<file path="config.mk">
export PLATFORM = sky130hd
export DESIGN_NAME = sadc_ctrl
export DESIGN_NICKNAME = d
export VERILOG_FILES = /design/src/core/sadc_pkg.sv /design/src/core/sadc_ctrl.sv /design/src/core/sadc_tad_gen.sv
export VERILOG_INCLUDE_DIRS = /design/src /design/src/core
export SDC_FILE = /design/constraint.sdc
export NUM_CORES = 1
export LEC_CHECK = 0
export ABC_AREA = 1
export CORE_UTILIZATION = 69
export DETAILED_ROUTE_END_ITERATION = 12
export DONT_BUFFER_PORTS = 1
export GPL_ROUTABILITY_DRIVEN = 0
export PLACE_DENSITY = 0.85
export SETUP_SLACK_MARGIN = 0.05
export SYNTH_ARGS = -nofsm -noshare
export SYNTH_HDL_FRONTEND = slang
export SYNTH_SLANG_ARGS = --single-unit
</file>
<file path="constraint.sdc">
create_clock -name pclk -period 4.7 [get_ports pclk]
set_clock_uncertainty 0.15 [all_clocks]
set_input_delay 0.235 -clock pclk [delete_from_list [all_inputs] [get_ports pclk]]
set_output_delay 0.235 -clock pclk [all_outputs]
set_load 0.1 [all_outputs]
</file>
<file path="src/core/sadc_regs.svh">
`ifndef SADC_REGS_SVH
`define SADC_REGS_SVH
// APB byte offsets
`define SADC_CTRL_OFF      12'h000
`define SADC_CFG_OFF       12'h004
`define SADC_STAT_OFF      12'h008
`define SADC_RESULT_OFF    12'h00C
// Control register fields
`define SADC_CTRL_ON       0
`define SADC_CTRL_SAMPLE_CONTROL_BIT     1
`define SADC_CTRL_AUTO_SAMPLE_ENABLE     2
`define SADC_CTRL_DONE     3
`define SADC_CTRL_IRQF     4
`define SADC_CTRL_IRQEN    5
`define SADC_CTRL_IDLE     6
// Config register fields
`define SADC_CFG_SSRC_LSB  0
`define SADC_CFG_SAMC_LSB  3
`define SADC_CFG_ADCS_LSB  8
`define SADC_CFG_RC_BIT    14
`define SADC_CFG_SMPI_LSB  16
// Status register fields
`define SADC_STAT_CONVERTING_FLAG     0
`define SADC_STAT_SAMPLING 1
`define SADC_STAT_POWERED  2
`define SADC_STAT_WAKE     3
// Timing
`define SADC_CONVERTING_FLAG_TADS     5'd14
`define SADC_RC_START_DLY  2'd2
`endif

</file>
<file path="src/core/sadc_pkg.sv">
package sadc_pkg;
  typedef enum logic [3:0] {
    SADC_OFF  = 4'b0001,
    SADC_IDLE = 4'b0010,
    SADC_SAMPLE_CONTROL_BIT = 4'b0100,
    SADC_CONVERTING_FLAG = 4'b1000
  } sadc_state_t;
  typedef logic [2:0]  sadc_trig_t;
  typedef logic [11:0] sadc_data_t;
  localparam sadc_trig_t SADC_TRIG_SW   = 3'h0;
  localparam sadc_trig_t SADC_TRIG_AUTO = 3'h7;
endpackage : sadc_pkg

</file>
<file path="src/core/sadc_ctrl.sv">
// Decided for this implementation: the register offsets and register access over APB.
`timescale 1ns/1ps
`default_nettype none
`include "sadc_regs.svh"
// Functional notes
// - Trigger 000: conversion starts when software clears the sample bit.
// - Trigger 111: conversion starts after auto_sample_time converter clocks.
// - Other trigger codes take timer or external event triggers.
// - Clearing converter_on aborts conversion, halts sequencing until next trigger.
// - Aborted conversion never writes result_buffer.
// - Off-clear beats a coinciding auto-start.
// - Conversion lasts fourteen converter clocks.
// - Converter clock is instruction cycle times half of divider plus one.
// - rc_clock_select picks the RC oscillator clock.
// - converter_on low disables digital and analog portions.
// - Sleep without rc_clock_select holds clocks low and aborts a running conversion.
// - Sleep without rc_clock_select leaves control and result registers unchanged.
// - RC clock works in sleep; one instruction cycle delay before converting.
// - RC conversion end clears converting_flag and writes result_buffer.
// - After sleep conversion wake if interrupt enabled, else power off.
// - Setting sample bit starts acquisition when configured and on.
// - Done and irq flag set after samples_per_interrupt plus one conversions.
// - Idle stops the module when idle_stop_select is one.
module sadc_ctrl (
  input  wire logic                pclk,
  input  wire logic                presetn,
  input  wire logic                psel,
  input  wire logic                penable,
  input  wire logic                pwrite,
  input  wire logic [11:0]         paddr,
  input  wire logic [31:0]         pwdata,
  output logic [31:0]              prdata,
  output logic                     pready,
  output logic                     pslverr,
  input  wire logic                rc_clk_tick,
  input  wire logic                timer_trig,
  input  wire logic                ext_trig,
  input  wire logic                cpu_sleep,
  input  wire logic                cpu_idle,
  input  wire logic                sar_bit_ready,
  input  wire sadc_pkg::sadc_data_t sar_data,
  output logic                     sh_sample,
  output logic                     sar_convert,
  output logic                     analog_enable,
  output logic                     wake_request
);
  import sadc_pkg::*;

  logic [2:0] trig_sync;
  logic [2:0] trig_meta;
  logic [1:0] pwr_meta;
  logic [1:0] pwr_sync;
  logic       tick_prev;
  logic       converter_on, sample_control_bit, auto_sample_enable, done_flag;
  logic       converter_irq_flag, irq_enable, idle_stop_select, rc_clock_select;
  sadc_trig_t trigger_source_select;
  logic [4:0] auto_sample_time;
  logic [5:0] clock_divider_select;
  logic [3:0] samples_per_interrupt;
  sadc_data_t result_buffer;
  sadc_state_t state, next_state;
  logic [4:0] tad_cnt, next_tad_cnt;
  logic [3:0] converting_flag_cnt, next_converting_flag_cnt;
  logic [1:0] rc_dly, next_rc_dly;
  logic       powered_down, next_powered_down;
  logic       next_on, next_sample_control_bit, next_auto_sample_enable, next_done, next_irqf;
  logic       next_irqen, next_idle, next_rc;
  sadc_trig_t next_ssrc;
  logic [4:0] next_samc;
  logic [5:0] next_adcs;
  logic [3:0] next_smpi;
  sadc_data_t next_result;
  logic [31:0] next_prdata;
  logic       wr, rd, hit, tick, div_tick, rc_edge, halted, trig_prev, next_trig_prev;
  logic       hw_trig, converting_flag_done;

  // Pins pass two flops before use
  always_ff @(posedge pclk or negedge presetn) begin
    if (!presetn) begin
      trig_meta <= 3'b000;
      trig_sync <= 3'b000;
      pwr_meta  <= 2'b00;
      pwr_sync  <= 2'b00;
      tick_prev <= 1'b0;
    end else begin
      trig_meta <= {rc_clk_tick, ext_trig, timer_trig};
      trig_sync <= trig_meta;
      pwr_meta  <= {cpu_idle, cpu_sleep};
      pwr_sync  <= pwr_meta;
      tick_prev <= trig_sync[2];
    end
  end

  sadc_tad_gen u_tad (
    .pclk     (pclk),
    .presetn  (presetn),
    .run      (converter_on && !rc_clock_select && !halted),
    .divsel   (clock_divider_select),
    .tad_tick (div_tick)
  );

  assign rc_edge = trig_sync[2] && !tick_prev;
  // Sleep stops the divided clock; RC keeps running
  assign halted  = (pwr_sync[0] && !rc_clock_select) || (pwr_sync[1] && idle_stop_select);
  assign tick    = rc_clock_select ? (rc_edge && !(pwr_sync[1] && idle_stop_select))
                                   : div_tick;
  assign wr      = psel && penable && pwrite;
  assign rd      = psel && !penable && !pwrite;
  assign hit     = (paddr == `SADC_CTRL_OFF) || (paddr == `SADC_CFG_OFF) ||
                   (paddr == `SADC_STAT_OFF) || (paddr == `SADC_RESULT_OFF);
  assign pready  = 1'b1;
  assign pslverr = psel && penable && !hit;
  assign next_trig_prev = trigger_source_select[0] ? trig_sync[1] : trig_sync[0];
  assign hw_trig = next_trig_prev && !trig_prev;
  assign converting_flag_done = (state == SADC_CONVERTING_FLAG) && tick && (converting_flag_cnt == 4'd13);

  always_comb begin
    next_on = converter_on;
    next_sample_control_bit = sample_control_bit;
    next_auto_sample_enable = auto_sample_enable;
    next_done = done_flag;
    next_irqf = converter_irq_flag;
    next_irqen = irq_enable;
    next_idle = idle_stop_select;
    next_ssrc = trigger_source_select;
    next_samc = auto_sample_time;
    next_adcs = clock_divider_select;
    next_rc = rc_clock_select;
    next_smpi = samples_per_interrupt;
    next_result = result_buffer;
    next_state = state;
    next_tad_cnt = tad_cnt;
    next_converting_flag_cnt = converting_flag_cnt;
    next_rc_dly = rc_dly;
    next_powered_down = powered_down;
    if (wr && paddr == `SADC_CTRL_OFF) begin
      next_on    = pwdata[`SADC_CTRL_ON];
      next_sample_control_bit  = pwdata[`SADC_CTRL_SAMPLE_CONTROL_BIT];
      next_auto_sample_enable  = pwdata[`SADC_CTRL_AUTO_SAMPLE_ENABLE];
      next_irqen = pwdata[`SADC_CTRL_IRQEN];
      next_idle  = pwdata[`SADC_CTRL_IDLE];
      // Write zero clears flags
      if (!pwdata[`SADC_CTRL_DONE]) next_done = 1'b0;
      if (!pwdata[`SADC_CTRL_IRQF]) next_irqf = 1'b0;
      if (pwdata[`SADC_CTRL_ON] && !converter_on) next_powered_down = 1'b0;
    end
    if (wr && paddr == `SADC_CFG_OFF) begin
      next_ssrc = pwdata[`SADC_CFG_SSRC_LSB +: 3];
      next_samc = pwdata[`SADC_CFG_SAMC_LSB +: 5];
      next_adcs = pwdata[`SADC_CFG_ADCS_LSB +: 6];
      next_rc   = pwdata[`SADC_CFG_RC_BIT];
      next_smpi = pwdata[`SADC_CFG_SMPI_LSB +: 4];
    end
    case (state)
      SADC_OFF: begin
        next_tad_cnt = 5'd0;
        next_converting_flag_cnt = 4'd0;
        next_rc_dly = 2'd0;
        if (next_on && !powered_down) next_state = SADC_IDLE;
      end
      SADC_IDLE: begin
        if (next_sample_control_bit) begin
          next_state = SADC_SAMPLE_CONTROL_BIT;
          next_tad_cnt = 5'd0;
        end
      end
      SADC_SAMPLE_CONTROL_BIT: begin
        if (trigger_source_select == SADC_TRIG_SW && !next_sample_control_bit) begin
          next_state = SADC_CONVERTING_FLAG;
        end else if (trigger_source_select == SADC_TRIG_AUTO) begin
          if (tick) next_tad_cnt = tad_cnt + 5'd1;
          if (tick && tad_cnt + 5'd1 >= auto_sample_time) begin
            next_state = SADC_CONVERTING_FLAG;
            next_sample_control_bit = 1'b0;
          end
        end else if (trigger_source_select != SADC_TRIG_SW && hw_trig) begin
          next_state = SADC_CONVERTING_FLAG;
          next_sample_control_bit = 1'b0;
        end
        // Two pclk make one instruction cycle before an RC conversion
        if (next_state == SADC_CONVERTING_FLAG) begin
          next_converting_flag_cnt = 4'd0;
          next_rc_dly = rc_clock_select ? `SADC_RC_START_DLY : 2'd0;
        end
      end
      SADC_CONVERTING_FLAG: begin
        if (rc_dly != 2'd0) begin
          next_rc_dly = rc_dly - 2'd1;
        end else if (tick) begin
          next_converting_flag_cnt = converting_flag_cnt + 4'd1;
          if (converting_flag_done) begin
            next_result = sar_data;
            next_tad_cnt = 5'd0;
            next_state = auto_sample_enable ? SADC_SAMPLE_CONTROL_BIT : SADC_IDLE;
            if (auto_sample_enable) next_sample_control_bit = 1'b1;
            if (pwr_sync[0] && !irq_enable) next_powered_down = 1'b1;
          end
        end
      end
      default: next_state = SADC_OFF;
    endcase
    // Sleep without RC abandons the conversion, registers kept
    if (state == SADC_CONVERTING_FLAG && pwr_sync[0] && !rc_clock_select) next_state = SADC_IDLE;
    // Off wins over state, sample bit and result in the same cycle; result written only when a conversion ends into sleep power-down
    if (!next_on || next_powered_down) begin
      next_state = SADC_OFF;
      next_sample_control_bit = 1'b0;
      next_result = (converting_flag_done && next_on) ? next_result : result_buffer;
    end
  end

  // Sample-count per interrupt could reuse tad_cnt only outside sampling; keep separate
  logic [3:0] seq_cnt;
  always_ff @(posedge pclk or negedge presetn) begin
    if (!presetn) begin
      seq_cnt <= 4'h0;
    end else if (!converter_on) begin
      seq_cnt <= 4'h0;
    end else if (converting_flag_done) begin
      seq_cnt <= (seq_cnt == samples_per_interrupt) ? 4'h0 : seq_cnt + 4'h1;
    end
  end

  always_comb begin
    next_prdata = 32'h0000_0000;
    if (rd) begin
      case (paddr)
        `SADC_CTRL_OFF: next_prdata = {25'h0, idle_stop_select, irq_enable, converter_irq_flag,
                                       done_flag, auto_sample_enable, sample_control_bit,
                                       converter_on};
        `SADC_CFG_OFF: next_prdata = {12'h000, samples_per_interrupt, 1'b0, rc_clock_select,
                                      clock_divider_select, auto_sample_time,
                                      trigger_source_select};
        `SADC_STAT_OFF: next_prdata = {28'h0, wake_request, analog_enable,
                                       state == SADC_SAMPLE_CONTROL_BIT, state == SADC_CONVERTING_FLAG};
        `SADC_RESULT_OFF: next_prdata = {20'h0, result_buffer};
        default: next_prdata = 32'h0000_0000;
      endcase
    end else if (psel && penable) begin
      next_prdata = prdata;
    end
  end

  always_ff @(posedge pclk or negedge presetn) begin
    if (!presetn) begin
      converter_on <= 1'b0;
      sample_control_bit <= 1'b0;
      auto_sample_enable <= 1'b0;
      done_flag <= 1'b0;
      converter_irq_flag <= 1'b0;
      irq_enable <= 1'b0;
      idle_stop_select <= 1'b0;
      trigger_source_select <= SADC_TRIG_SW;
      auto_sample_time <= 5'h01;
      clock_divider_select <= 6'h00;
      rc_clock_select <= 1'b0;
      samples_per_interrupt <= 4'h0;
      result_buffer <= 12'h000;
      state <= SADC_OFF;
      tad_cnt <= 5'h00;
      converting_flag_cnt <= 4'h0;
      rc_dly <= 2'h0;
      powered_down <= 1'b0;
      trig_prev <= 1'b0;
      prdata <= 32'h0000_0000;
    end else begin
      converter_on <= next_on;
      sample_control_bit <= next_sample_control_bit;
      auto_sample_enable <= next_auto_sample_enable;
      done_flag <= next_done || (converting_flag_done && seq_cnt == samples_per_interrupt);
      converter_irq_flag <= next_irqf || (converting_flag_done && seq_cnt == samples_per_interrupt);
      irq_enable <= next_irqen;
      idle_stop_select <= next_idle;
      trigger_source_select <= next_ssrc;
      auto_sample_time <= next_samc;
      clock_divider_select <= next_adcs;
      rc_clock_select <= next_rc;
      samples_per_interrupt <= next_smpi;
      result_buffer <= next_result;
      state <= next_state;
      tad_cnt <= next_tad_cnt;
      converting_flag_cnt <= next_converting_flag_cnt;
      rc_dly <= next_rc_dly;
      powered_down <= next_powered_down;
      trig_prev <= next_trig_prev;
      prdata <= next_prdata;
    end
  end

  // Analog side follows state; all low while off, sar_convert also low while clocks stopped
  always_ff @(posedge pclk or negedge presetn) begin
    if (!presetn) begin
      sh_sample <= 1'b0;
      sar_convert <= 1'b0;
      analog_enable <= 1'b0;
      wake_request <= 1'b0;
    end else begin
      sh_sample <= (next_state == SADC_SAMPLE_CONTROL_BIT);
      sar_convert <= (next_state == SADC_CONVERTING_FLAG) && !halted;
      analog_enable <= converter_on && !powered_down;
      wake_request <= converting_flag_done && pwr_sync[0] && irq_enable;
    end
  end
endmodule : sadc_ctrl
`default_nettype wire

</file>
<file path="src/core/sadc_tad_gen.sv">
`timescale 1ns/1ps
`default_nettype none
module sadc_tad_gen (
  input  wire logic       pclk,
  input  wire logic       presetn,
  input  wire logic       run,
  input  wire logic [5:0] divsel,
  output logic            tad_tick
);
  // Half instruction cycle per count: one pclk stands for INSTRUCTION_CYCLE_PERIOD/2
  logic [5:0] cnt;
  logic [5:0] next_cnt;
  always_comb begin
    next_cnt = 6'h00;
    tad_tick = 1'b0;
    if (run) begin
      if (cnt >= divsel) begin
        tad_tick = 1'b1;
      end else begin
        next_cnt = cnt + 6'h01;
      end
    end
  end
  always_ff @(posedge pclk or negedge presetn) begin
    if (!presetn) begin
      cnt <= 6'h00;
    end else begin
      cnt <= next_cnt;
    end
  end
endmodule : sadc_tad_gen
`default_nettype wire

</file>
* After elaboration in Yosys (flattened, before gate mapping) *
Cells that the tools add are included.

word-level totals
  flip-flop bits (word level) = 112
  output and inout bits = 38
  logic and storage cells = 193

cells by class
  $add $sub $neg = 5
  order comparisons = 2
  equal/unequal tests = 25
  muxes and demuxes = 71
  reductions and logical operators = 59

operator list
  operator             number
  $pmux 20 s4          1
  $mux 12              6
  $mux 4               18
  $mux 32              2
  $mux 5               7
  $logic_and 1x1->1    30
  $mux 1               26
  $eq 12x4->1 const B  2
  $ne 2x2->1 const B   10
  $pmux 5 s4           1
  $eq 4x4->1 const B   4
  $pmux 4 s4           1
  $logic_not 1->1      13
  $eq 12x3->1 const B  1
  $logic_not 12->1     1
  $mux 6               2
  $pmux 4 s3           1
  $add 4x1->4 const B  2
  $eq 4x3->1 const B   2
  $reduce_and 8->1     1
  $logic_or 1x1->1     7
  $add 6x1->6 const B  1
  $ge 6x6->1           1
  $mux 2               3
  other kinds (17)     19

* Longest topological paths before layout *
Gate-level depths: netlist (run 1).

  depth in word-level cells = 17
  gate-level depth with buffers = 17
  mapped depth without buffers = 17

* Hierarchy *
Synthesis (run 1) repeated with hierarchy kept, for this count alone.

second synthesis, totals
  cells, all modules = 589
  area total of the unflattened synthesis = 5064.9 um^2

modules (own cells, without submodules)
  module        instances  cells each  area each (um^2)
  sadc_ctrl     1          532         4620.7
  sadc_tad_gen  1          57          444.2

* Worst setup path after synthesis (run 1) *
Ideal clock, no wire load.

  path type = input to output
  start = input port paddr[11]
  end = output port pslverr
  arrival time = 3.206 ns
  path slack = 1.109 ns
  cell stages on the path = 8
  buffers on the path = 2
  cells stage by stage = nor2_1 -> nand2_1 -> inv_1 -> buf_2 -> nand2_1 -> buf_2 -> nand3_1 -> a211oi_1

between the ends
  word-level cells in the longest chain between the ends = 6
  elaborated cells on any way between the ends = 9
  those cells by class = eq/ne (3); reduce/logical (6)

RTL lines
  what                                             RTL line          RTL
  start, declared                                  sadc_ctrl.sv:30   input wire logic [11:0] paddr,
  $eq 12x3->1 or $logic_not 12->1 (tied branches)  -
  $logic_or 1x1->1 (2 in a row)                    sadc_ctrl.sv:109  assign hit = (paddr == `SADC_CTRL_OFF) || (paddr == `SADC_CFG_OFF) ||
  $logic_or 1x1->1 *                               sadc_ctrl.sv:109
  $logic_not 1->1 *                                sadc_ctrl.sv:112  assign pslverr = psel && penable && !hit;
  $logic_and 1x1->1 *                              sadc_ctrl.sv:112
  end, declared                                    sadc_ctrl.sv:34   output logic pslverr,

Mark *: on every way between the ends. The rest lies on a longest branch, timed or not.

* Final worst setup path (run 1) *
Ends and elaborated chain as after synthesis.

==> metrics.yaml, run 1 <==
rrSetupSlack_ns: 2.10
p_clk_share_pct: 36.9
syn_area_sq_um: 5250
antennaDiodeCount: 0
grtUsageMet2_pct: 56.7
setup_tns_ns: 0
period_share_pct: 56.8
ir_drop_v: 0.000241
via_count: 4110
ant_nets: 0
remaining_drc_errors: 0
grtUsageTotal_pct: 33.3
hold_path.class: "in2reg"
yosys.cell_types.count: 53
internal_power_w: 0.00114
core_sq_um: 7290
fin_cells: 715
finalMaxSlewViolations: 0
clk-insertion-delay-late_ns: 0.37
hold_buffers: 38
synth_ff_type: "dfrtp_1"
die_height_um: 89.3
worst-endpoint-required_ns: 4.32
rsz0062_at_grt: "false"
routed_wl_um: 11900
root_buffer: "clkbuf_8"
design.die.area_sq_um: 7970
initial_core_util_pct: 72.0
path_class: "in2out"
fillCellCount: 465
whs_path_depth: 4
power_switching_w: 0.000414
io_pins: 105
netlist_instances: 574
fmax_mhz: 375
finalNetCount: 695
clk_pin_slew_ns: 0.10
use_met1_pct: 41.2
synth_edf_count: 0
endpoint_kind: "output port"
multiInputGateArea_sq_um: 2340
drtIter0Drc: 293
num_rows: 31
cts_resized: 0
yosysWarnings: 0
portBuffers: 0
reg2reg_depth: 8
grt_pass1_wl_um: 19600
start_kind: "input pin"
viasPerCell: 5.75
worst_pin_slew_ns: 1.25
dp_cells: 661
synth-seq-cells: 99
cts_buffers: 9
use_met3_pct: 8.49
grt_pass1_vias: 4099
p_leak_nw: 2.91
wire_per_inst_um: 16.7
hold_violations: 0
setup_viol: 0
p_per_area_nw_per_um2: 265
hold_path_end: "prdata[8]"
p_total_w: 0.00156
syn_area_per_cell_sq_um: 9.15
seq_area_frac_synth_pct: 47.2
firstDrtPassIters: 6
p_seq_share_pct: 55.2
sw_frac_of_total_pct: 26.6
dpl.hpwl_um: 8150
grt_max_degree: 100
p_comb_share_pct: 7.9
grt.busiest_layer: "met2"
finalCriticalPeriod_ns: 2.67
reg2reg_to: "result_buffer[0]"
cts-htree-levels: 3
syn2layout_area_growth_pct: 11.8
seqCellArea_sq_um: 2480
cap_violations: 0
maxSlewHeadroom_pct: 15.8
postCtsSetupBuffers: 0
clock_sinks: 99
outcome: "finished clean"
hp-start: "paddr[3]"
crit_fanout: 20
async_flop_share_pct: 100
drive_gt1_share_pct: 15.3
clockBufferDepth: 2
antenna_found_initial: 0
worstPathArrival_ns: 2.29
grt-ovfl-total: 0
cts_tree: "done"
die_x_um: 89.3
reg2reg_from: "state[0]"
==> kinds of logic after synthesis <==
kind of cell	synth area share (%)
flops	47.2
fa+ha+maj	4.05
xor+xnor	2.00
mux	4.07
compound gates	9.36
buf+inv	9.41
other cells	0.143
simple gates	23.8
==> worst max-delay path, cell delays in order <==
cell      delay (ns)
nor2_1          0.02
nand2_1         0.17
inv_1           0.33
nand2_1         0.43
nand3_1         0.21
a211oi_4        0.88
==> area by class of cell <==
type                            instances  area share, %
Multi-Input combinational cell        381           39.9
Timing Repair Buffer                   39           6.90
Inverter                               81           5.41
Clock buffer                            9           2.11
Clock inverter                          7           1.38
Sequential cell                        99           42.2
Tap cell                               99           2.11
==> how the worst max path moves through the flow <==
stage	endpoint	from	slack (ns)
6_report	pslverr	paddr[11]	2.03
5_1_grt	result_buffer[0]	state[1]	1.93
4_1_cts	pslverr	paddr[11]	2.06
3_5_place_dp	pslverr	paddr[11]	2.05
3_3_place_gp	pslverr	paddr[11]	2.08
2_1_floorplan	pslverr	paddr[11]	1.11
==> per-stage QoR <==
step | util [%] | hold slack (ns) | setup slack (ns) | area [sq um]
3_5_place_dp | 72.3 | -0.207 | 2.05 | 5270
5_1_grt | 80.6 | 0.0947 | 1.93 | 5870
4_1_cts | 80.6 | 0.0751 | 2.06 | 5870
2_1_floorplan | - | -0.211 | 1.11 | 5300
3_3_place_gp | 72.3 | -0.208 | 2.08 | 5270
6_report | 80.6 | 0.0792 | 2.03 | 5870
==> cells in the final DEF (no fill, tap or decap), types with 5 or more instances in the layout <==
cell type	n
nand2_1	121
dfrtp_1	97
inv_1	73
nand3_1	37
dlygate4sd3_1	37
nor2_1	31
o21ai_0	30
ha_1	17
conb_1	14
o21ai_2	13
nand2_2	12
nand4_1	12
mux2_4	12
clkbuf_8	9
xor2_1	8
a21oi_1	6
nand3_2	6
nor3_1	6
a22o_1	6
o21ai_1	5
==> cell usage after synthesis (7+ instances only) <==
| cell type | instances | area share, % |
|---|---|---|
| buf_4 | 14 | 2.0 |
| dfrtp_1 | 97 | 46 |
| ha_1 | 17 | 4.0 |
| inv_1 | 73 | 5.2 |
| mux2_4 | 12 | 3.4 |
| nand2_1 | 121 | 8.6 |
| nand2_2 | 12 | 1.4 |
| nand3_1 | 37 | 3.5 |
| nand4_1 | 12 | 1.4 |
| nor2_1 | 31 | 2.2 |
| nor3_1 | 7 | 0.67 |
| o21ai_0 | 30 | 2.9 |
| o21ai_2 | 13 | 2.2 |
| xor2_1 | 8 | 1.3 |
==> flip-flops by register name, indices dropped and copies added, names as in the netlist, 4 cells and up <==
name and cells:
prdata 19, result_buffer 12, u_tad.cnt 6, converting_flag_cnt 4, state 4, tad_cnt 5, seq_cnt 4, auto_sample_time 5
samples_per_interrupt 4, clock_divider_select 6
==> layer usage <==
layer,wire length (um),vias to the layer above,share of wire (%)
met2,5900,178,50
met1,4890,1986,41
met5,0,-,0
li1,-,1912,-
met4,338,0,2.8
met3,779,34,6.5
==> power groups by stage <==
stage	clock network (W)	logic [W]	registers, W
after floorplan	0	0.0000805	0.000875
after detailed placement	0	0.0000780	0.000876
final	0.000574	0.000123	0.000859
after CTS	0.000581	0.000123	0.000859
after global routing	0.000614	0.000133	0.000860
after global placement	0	0.0000770	0.000876
No activity file was read; power rests on OpenSTA's default activity.
==> inputs of run 2 (changes only) <==
--- a/config.mk
+++ b/config.mk
@@ -7,11 +7,11 @@
 export NUM_CORES = 1
 export LEC_CHECK = 0
 export ABC_AREA = 1
-export CORE_UTILIZATION = 69
+export CORE_UTILIZATION = 58
 export DETAILED_ROUTE_END_ITERATION = 12
 export DONT_BUFFER_PORTS = 1
 export GPL_ROUTABILITY_DRIVEN = 0
-export PLACE_DENSITY = 0.85
+export PLACE_DENSITY = 0.76
 export SETUP_SLACK_MARGIN = 0.05
 export SYNTH_ARGS = -nofsm -noshare
 export SYNTH_HDL_FRONTEND = slang
==> constraint.sdc (replaced) <==
create_clock -name pclk -period 2.45 [get_ports pclk]
set_clock_uncertainty 0.15 [all_clocks]
set_input_delay 0.1225 -clock pclk [delete_from_list [all_inputs] [get_ports pclk]]
set_output_delay 0.1225 -clock pclk [all_outputs]
set_load 0.1 [all_outputs]
==> run 2 against run 1 <==
  * The run now ends with hold timing left
  * Utilization shrank 9.0 points
  * Via count is 1.5% higher
  * Critical path depth up 9
  * Largest power group unchanged
==> metrics.yaml, run 2 (same netlist as run 1, synthesis figures left out) <==
routed_wl_um: 12300
finalMaxSlewViolations: 0
initial_core_util_pct: 60.0
layout_commonest_cell: "nand2_1"
fin_ws_ns: 0.0668
firstDrtPassIters: 4
p_leak_nw: 3.11
rsz0062_at_grt: "true"
grt_max_degree: 100
reg2reg_depth: 15
period_share_pct: 97.3
io_pins: 105
finalCriticalPeriod_ns: 2.38
outcome: "complete, but fails checks"
clk_pin_slew_ns: 0.09
cap_violations: 0
crit_top_cell: "nand2_1"
portBuffers: 0
grt_pass1_wl_um: 19800
sw_frac_of_total_pct: 24.5
cp_cell_sequence: "ha_2 -> nand2_1 -> inv_1 -> nand2_1 -> xor2_1 -> inv_1 -> ha_4 -> a21oi_2 -> o21a_1 -> nand3_2 -> nand3_4 -> buf_4 -> nand3_2 -> nand4_1 -> nand2_1"
place_ws_ns: -0.0298
viasPerCell: 5.46
remaining_drc_errors: 0
clockBufferDepth: 2
worst-endpoint-required_ns: 2.56
grt-ovfl-total: 0
dpl.hpwl_um: 8360
slowest_delay_ns: 0.40
clk-insertion-delay-late_ns: 0.36
fin_util_pct: 71.6
cts_buffers: 9
die_height_um: 97.2
crit_path_top_delay_cell: "dfrtp_1"
reg2reg_from: "tad_cnt[1]"
hold_violations: 99
design.die.area_sq_um: 9440
p_seq_share_pct: 55.7
whs_ns: -0.707
largest_reg_flops: 19
placed_area_sq_um: 5520
reg2reg_to: "converting_flag_cnt[2]"
p_per_area_nw_per_um2: 472
rrSetupSlack_ns: 0.07
drtIter0Drc: 185
seqCellArea_sq_um: 2480
die_x_um: 97.2
root_buffer: "clkbuf_8"
top_regs: "prdata x19, result_buffer x12"
crit_fanout: 4
multiInputGateArea_sq_um: 2440
syn2layout_area_growth_pct: 19.4
final_area_sq_um: 6270
worst_pin_slew_ns: 0.901
clock_sinks: 99
p_comb_share_pct: 7.1
endpoint_kind: "flop"
power_switching_w: 0.000726
p_clk_share_pct: 37.2
antennaDiodeCount: 0
wire_per_inst_um: 16.1
hold_buffers: 41
ant_nets: 0
drive_gt1_share_pct: 21.8
largest-register: "prdata"
core_sq_um: 8760
grtUsageTotal_pct: 26.5
cts_tree: "done"
antenna_found_initial: 0
setup_viol: 0
maxSlewHeadroom_pct: 40.0
fillCellCount: 656
finalNetCount: 735
violations: "hold timing"
start_kind: "flop"
ir_drop_v: 0.000388
hold_path.class: "in2async"
via_count: 4171
internal_power_w: 0.00223
fmax_mhz: 420
grt_pass1_vias: 4072
path_class: "reg2reg"
final_cell_mix: "113 x nand2_1, 97 x dfrtp_1, 73 x inv_1, 41 x dlygate4sd3_1"
worstPathArrival_ns: 2.49
cts-htree-levels: 3
num_rows: 34
-- run 2: cell count changes in the layout (fill, tap and decap cells not counted), sizes merged --
cell         change
dlygate4sd3      +4
clkbuf           +2
clkinv           +3
inv              -5
nand3            +2
buf             +34
-- run 2: worst max-delay path: cells and delay by family (launching register included) --
kind	cells	cell delay, ns
XOR/XNOR	1	0.16
AO/OA/AOI/OAI	2	0.28
adder cells (fa/ha/maj)	2	0.45
flip-flops	1	0.40
AND/OR/NAND/NOR	7	0.57
buffers and inverters	3	0.27
-- run 2: repair_timing --
item | CTS | global route
endpoints found under the hold margin | 157 | 99
setup endpoints to repair | 7 | 22
resized for setup | 4 | 14
buffers inserted | 1 | 3
cloned | 1 | 1
pin swaps | 2 | 11
-- run 2: layer usage --
| metal | GRT usage [%] | up-vias | wire length, um |
|---|---|---|---|
| li1 | - | 2003 | - |
| met5 | 0 | - | 0 |
| met3 | 6.26 | 16 | 741 |
| met1 | 35.1 | 2010 | 5350 |
| met2 | 43.1 | 142 | 5980 |
| met4 | 9.07 | 0 | 212 |
-- run 2: final cells by class --
type | count | area share (%)
Multi-Input combinational cell | 383 | 38.9
Inverter | 81 | 5.07
Tap cell | 108 | 2.15
Clock inverter | 5 | 0.978
Clock buffer | 11 | 2.41
Sequential cell | 99 | 39.5
Timing Repair Buffer | 77 | 10.9
-- run 2: metrics by stage --
step	setup TNS [ns]	instances	total power, W
2_1_floorplan	0	586	0.00183
3_3_place_gp	0	701	0.00183
3_5_place_dp	-0.107	701	0.00183
4_1_cts	0	760	0.00297
5_1_grt	-0.178	764	0.00305
6_report	0	764	0.00296
-- run 2: power by group through the flow --
| stage | logic [W] | registers [W] | clock network [W] |
|---|---|---|---|
| floorplan | 0.000156 | 0.00168 | 0 |
| global placement | 0.000150 | 0.00168 | 0 |
| detailed placement | 0.000152 | 0.00168 | 0 |
| CTS | 0.000207 | 0.00165 | 0.00112 |
| global route | 0.000218 | 0.00165 | 0.00118 |
| finish | 0.000209 | 0.00165 | 0.00110 |
-- run 2: how the worst max path moves through the flow --
stage                     startpoint                endpoint  slack [ns]
after floorplan           tad_cnt[0]  converting_flag_cnt[0]        0.18
after global placement    tad_cnt[1]  converting_flag_cnt[0]        0.10
after detailed placement  tad_cnt[1]  converting_flag_cnt[1]       -0.03
after CTS                 tad_cnt[0]  converting_flag_cnt[1]        0.06
after global routing      tad_cnt[1]               rc_dly[1]       -0.05
final                     tad_cnt[1]  converting_flag_cnt[2]        0.07
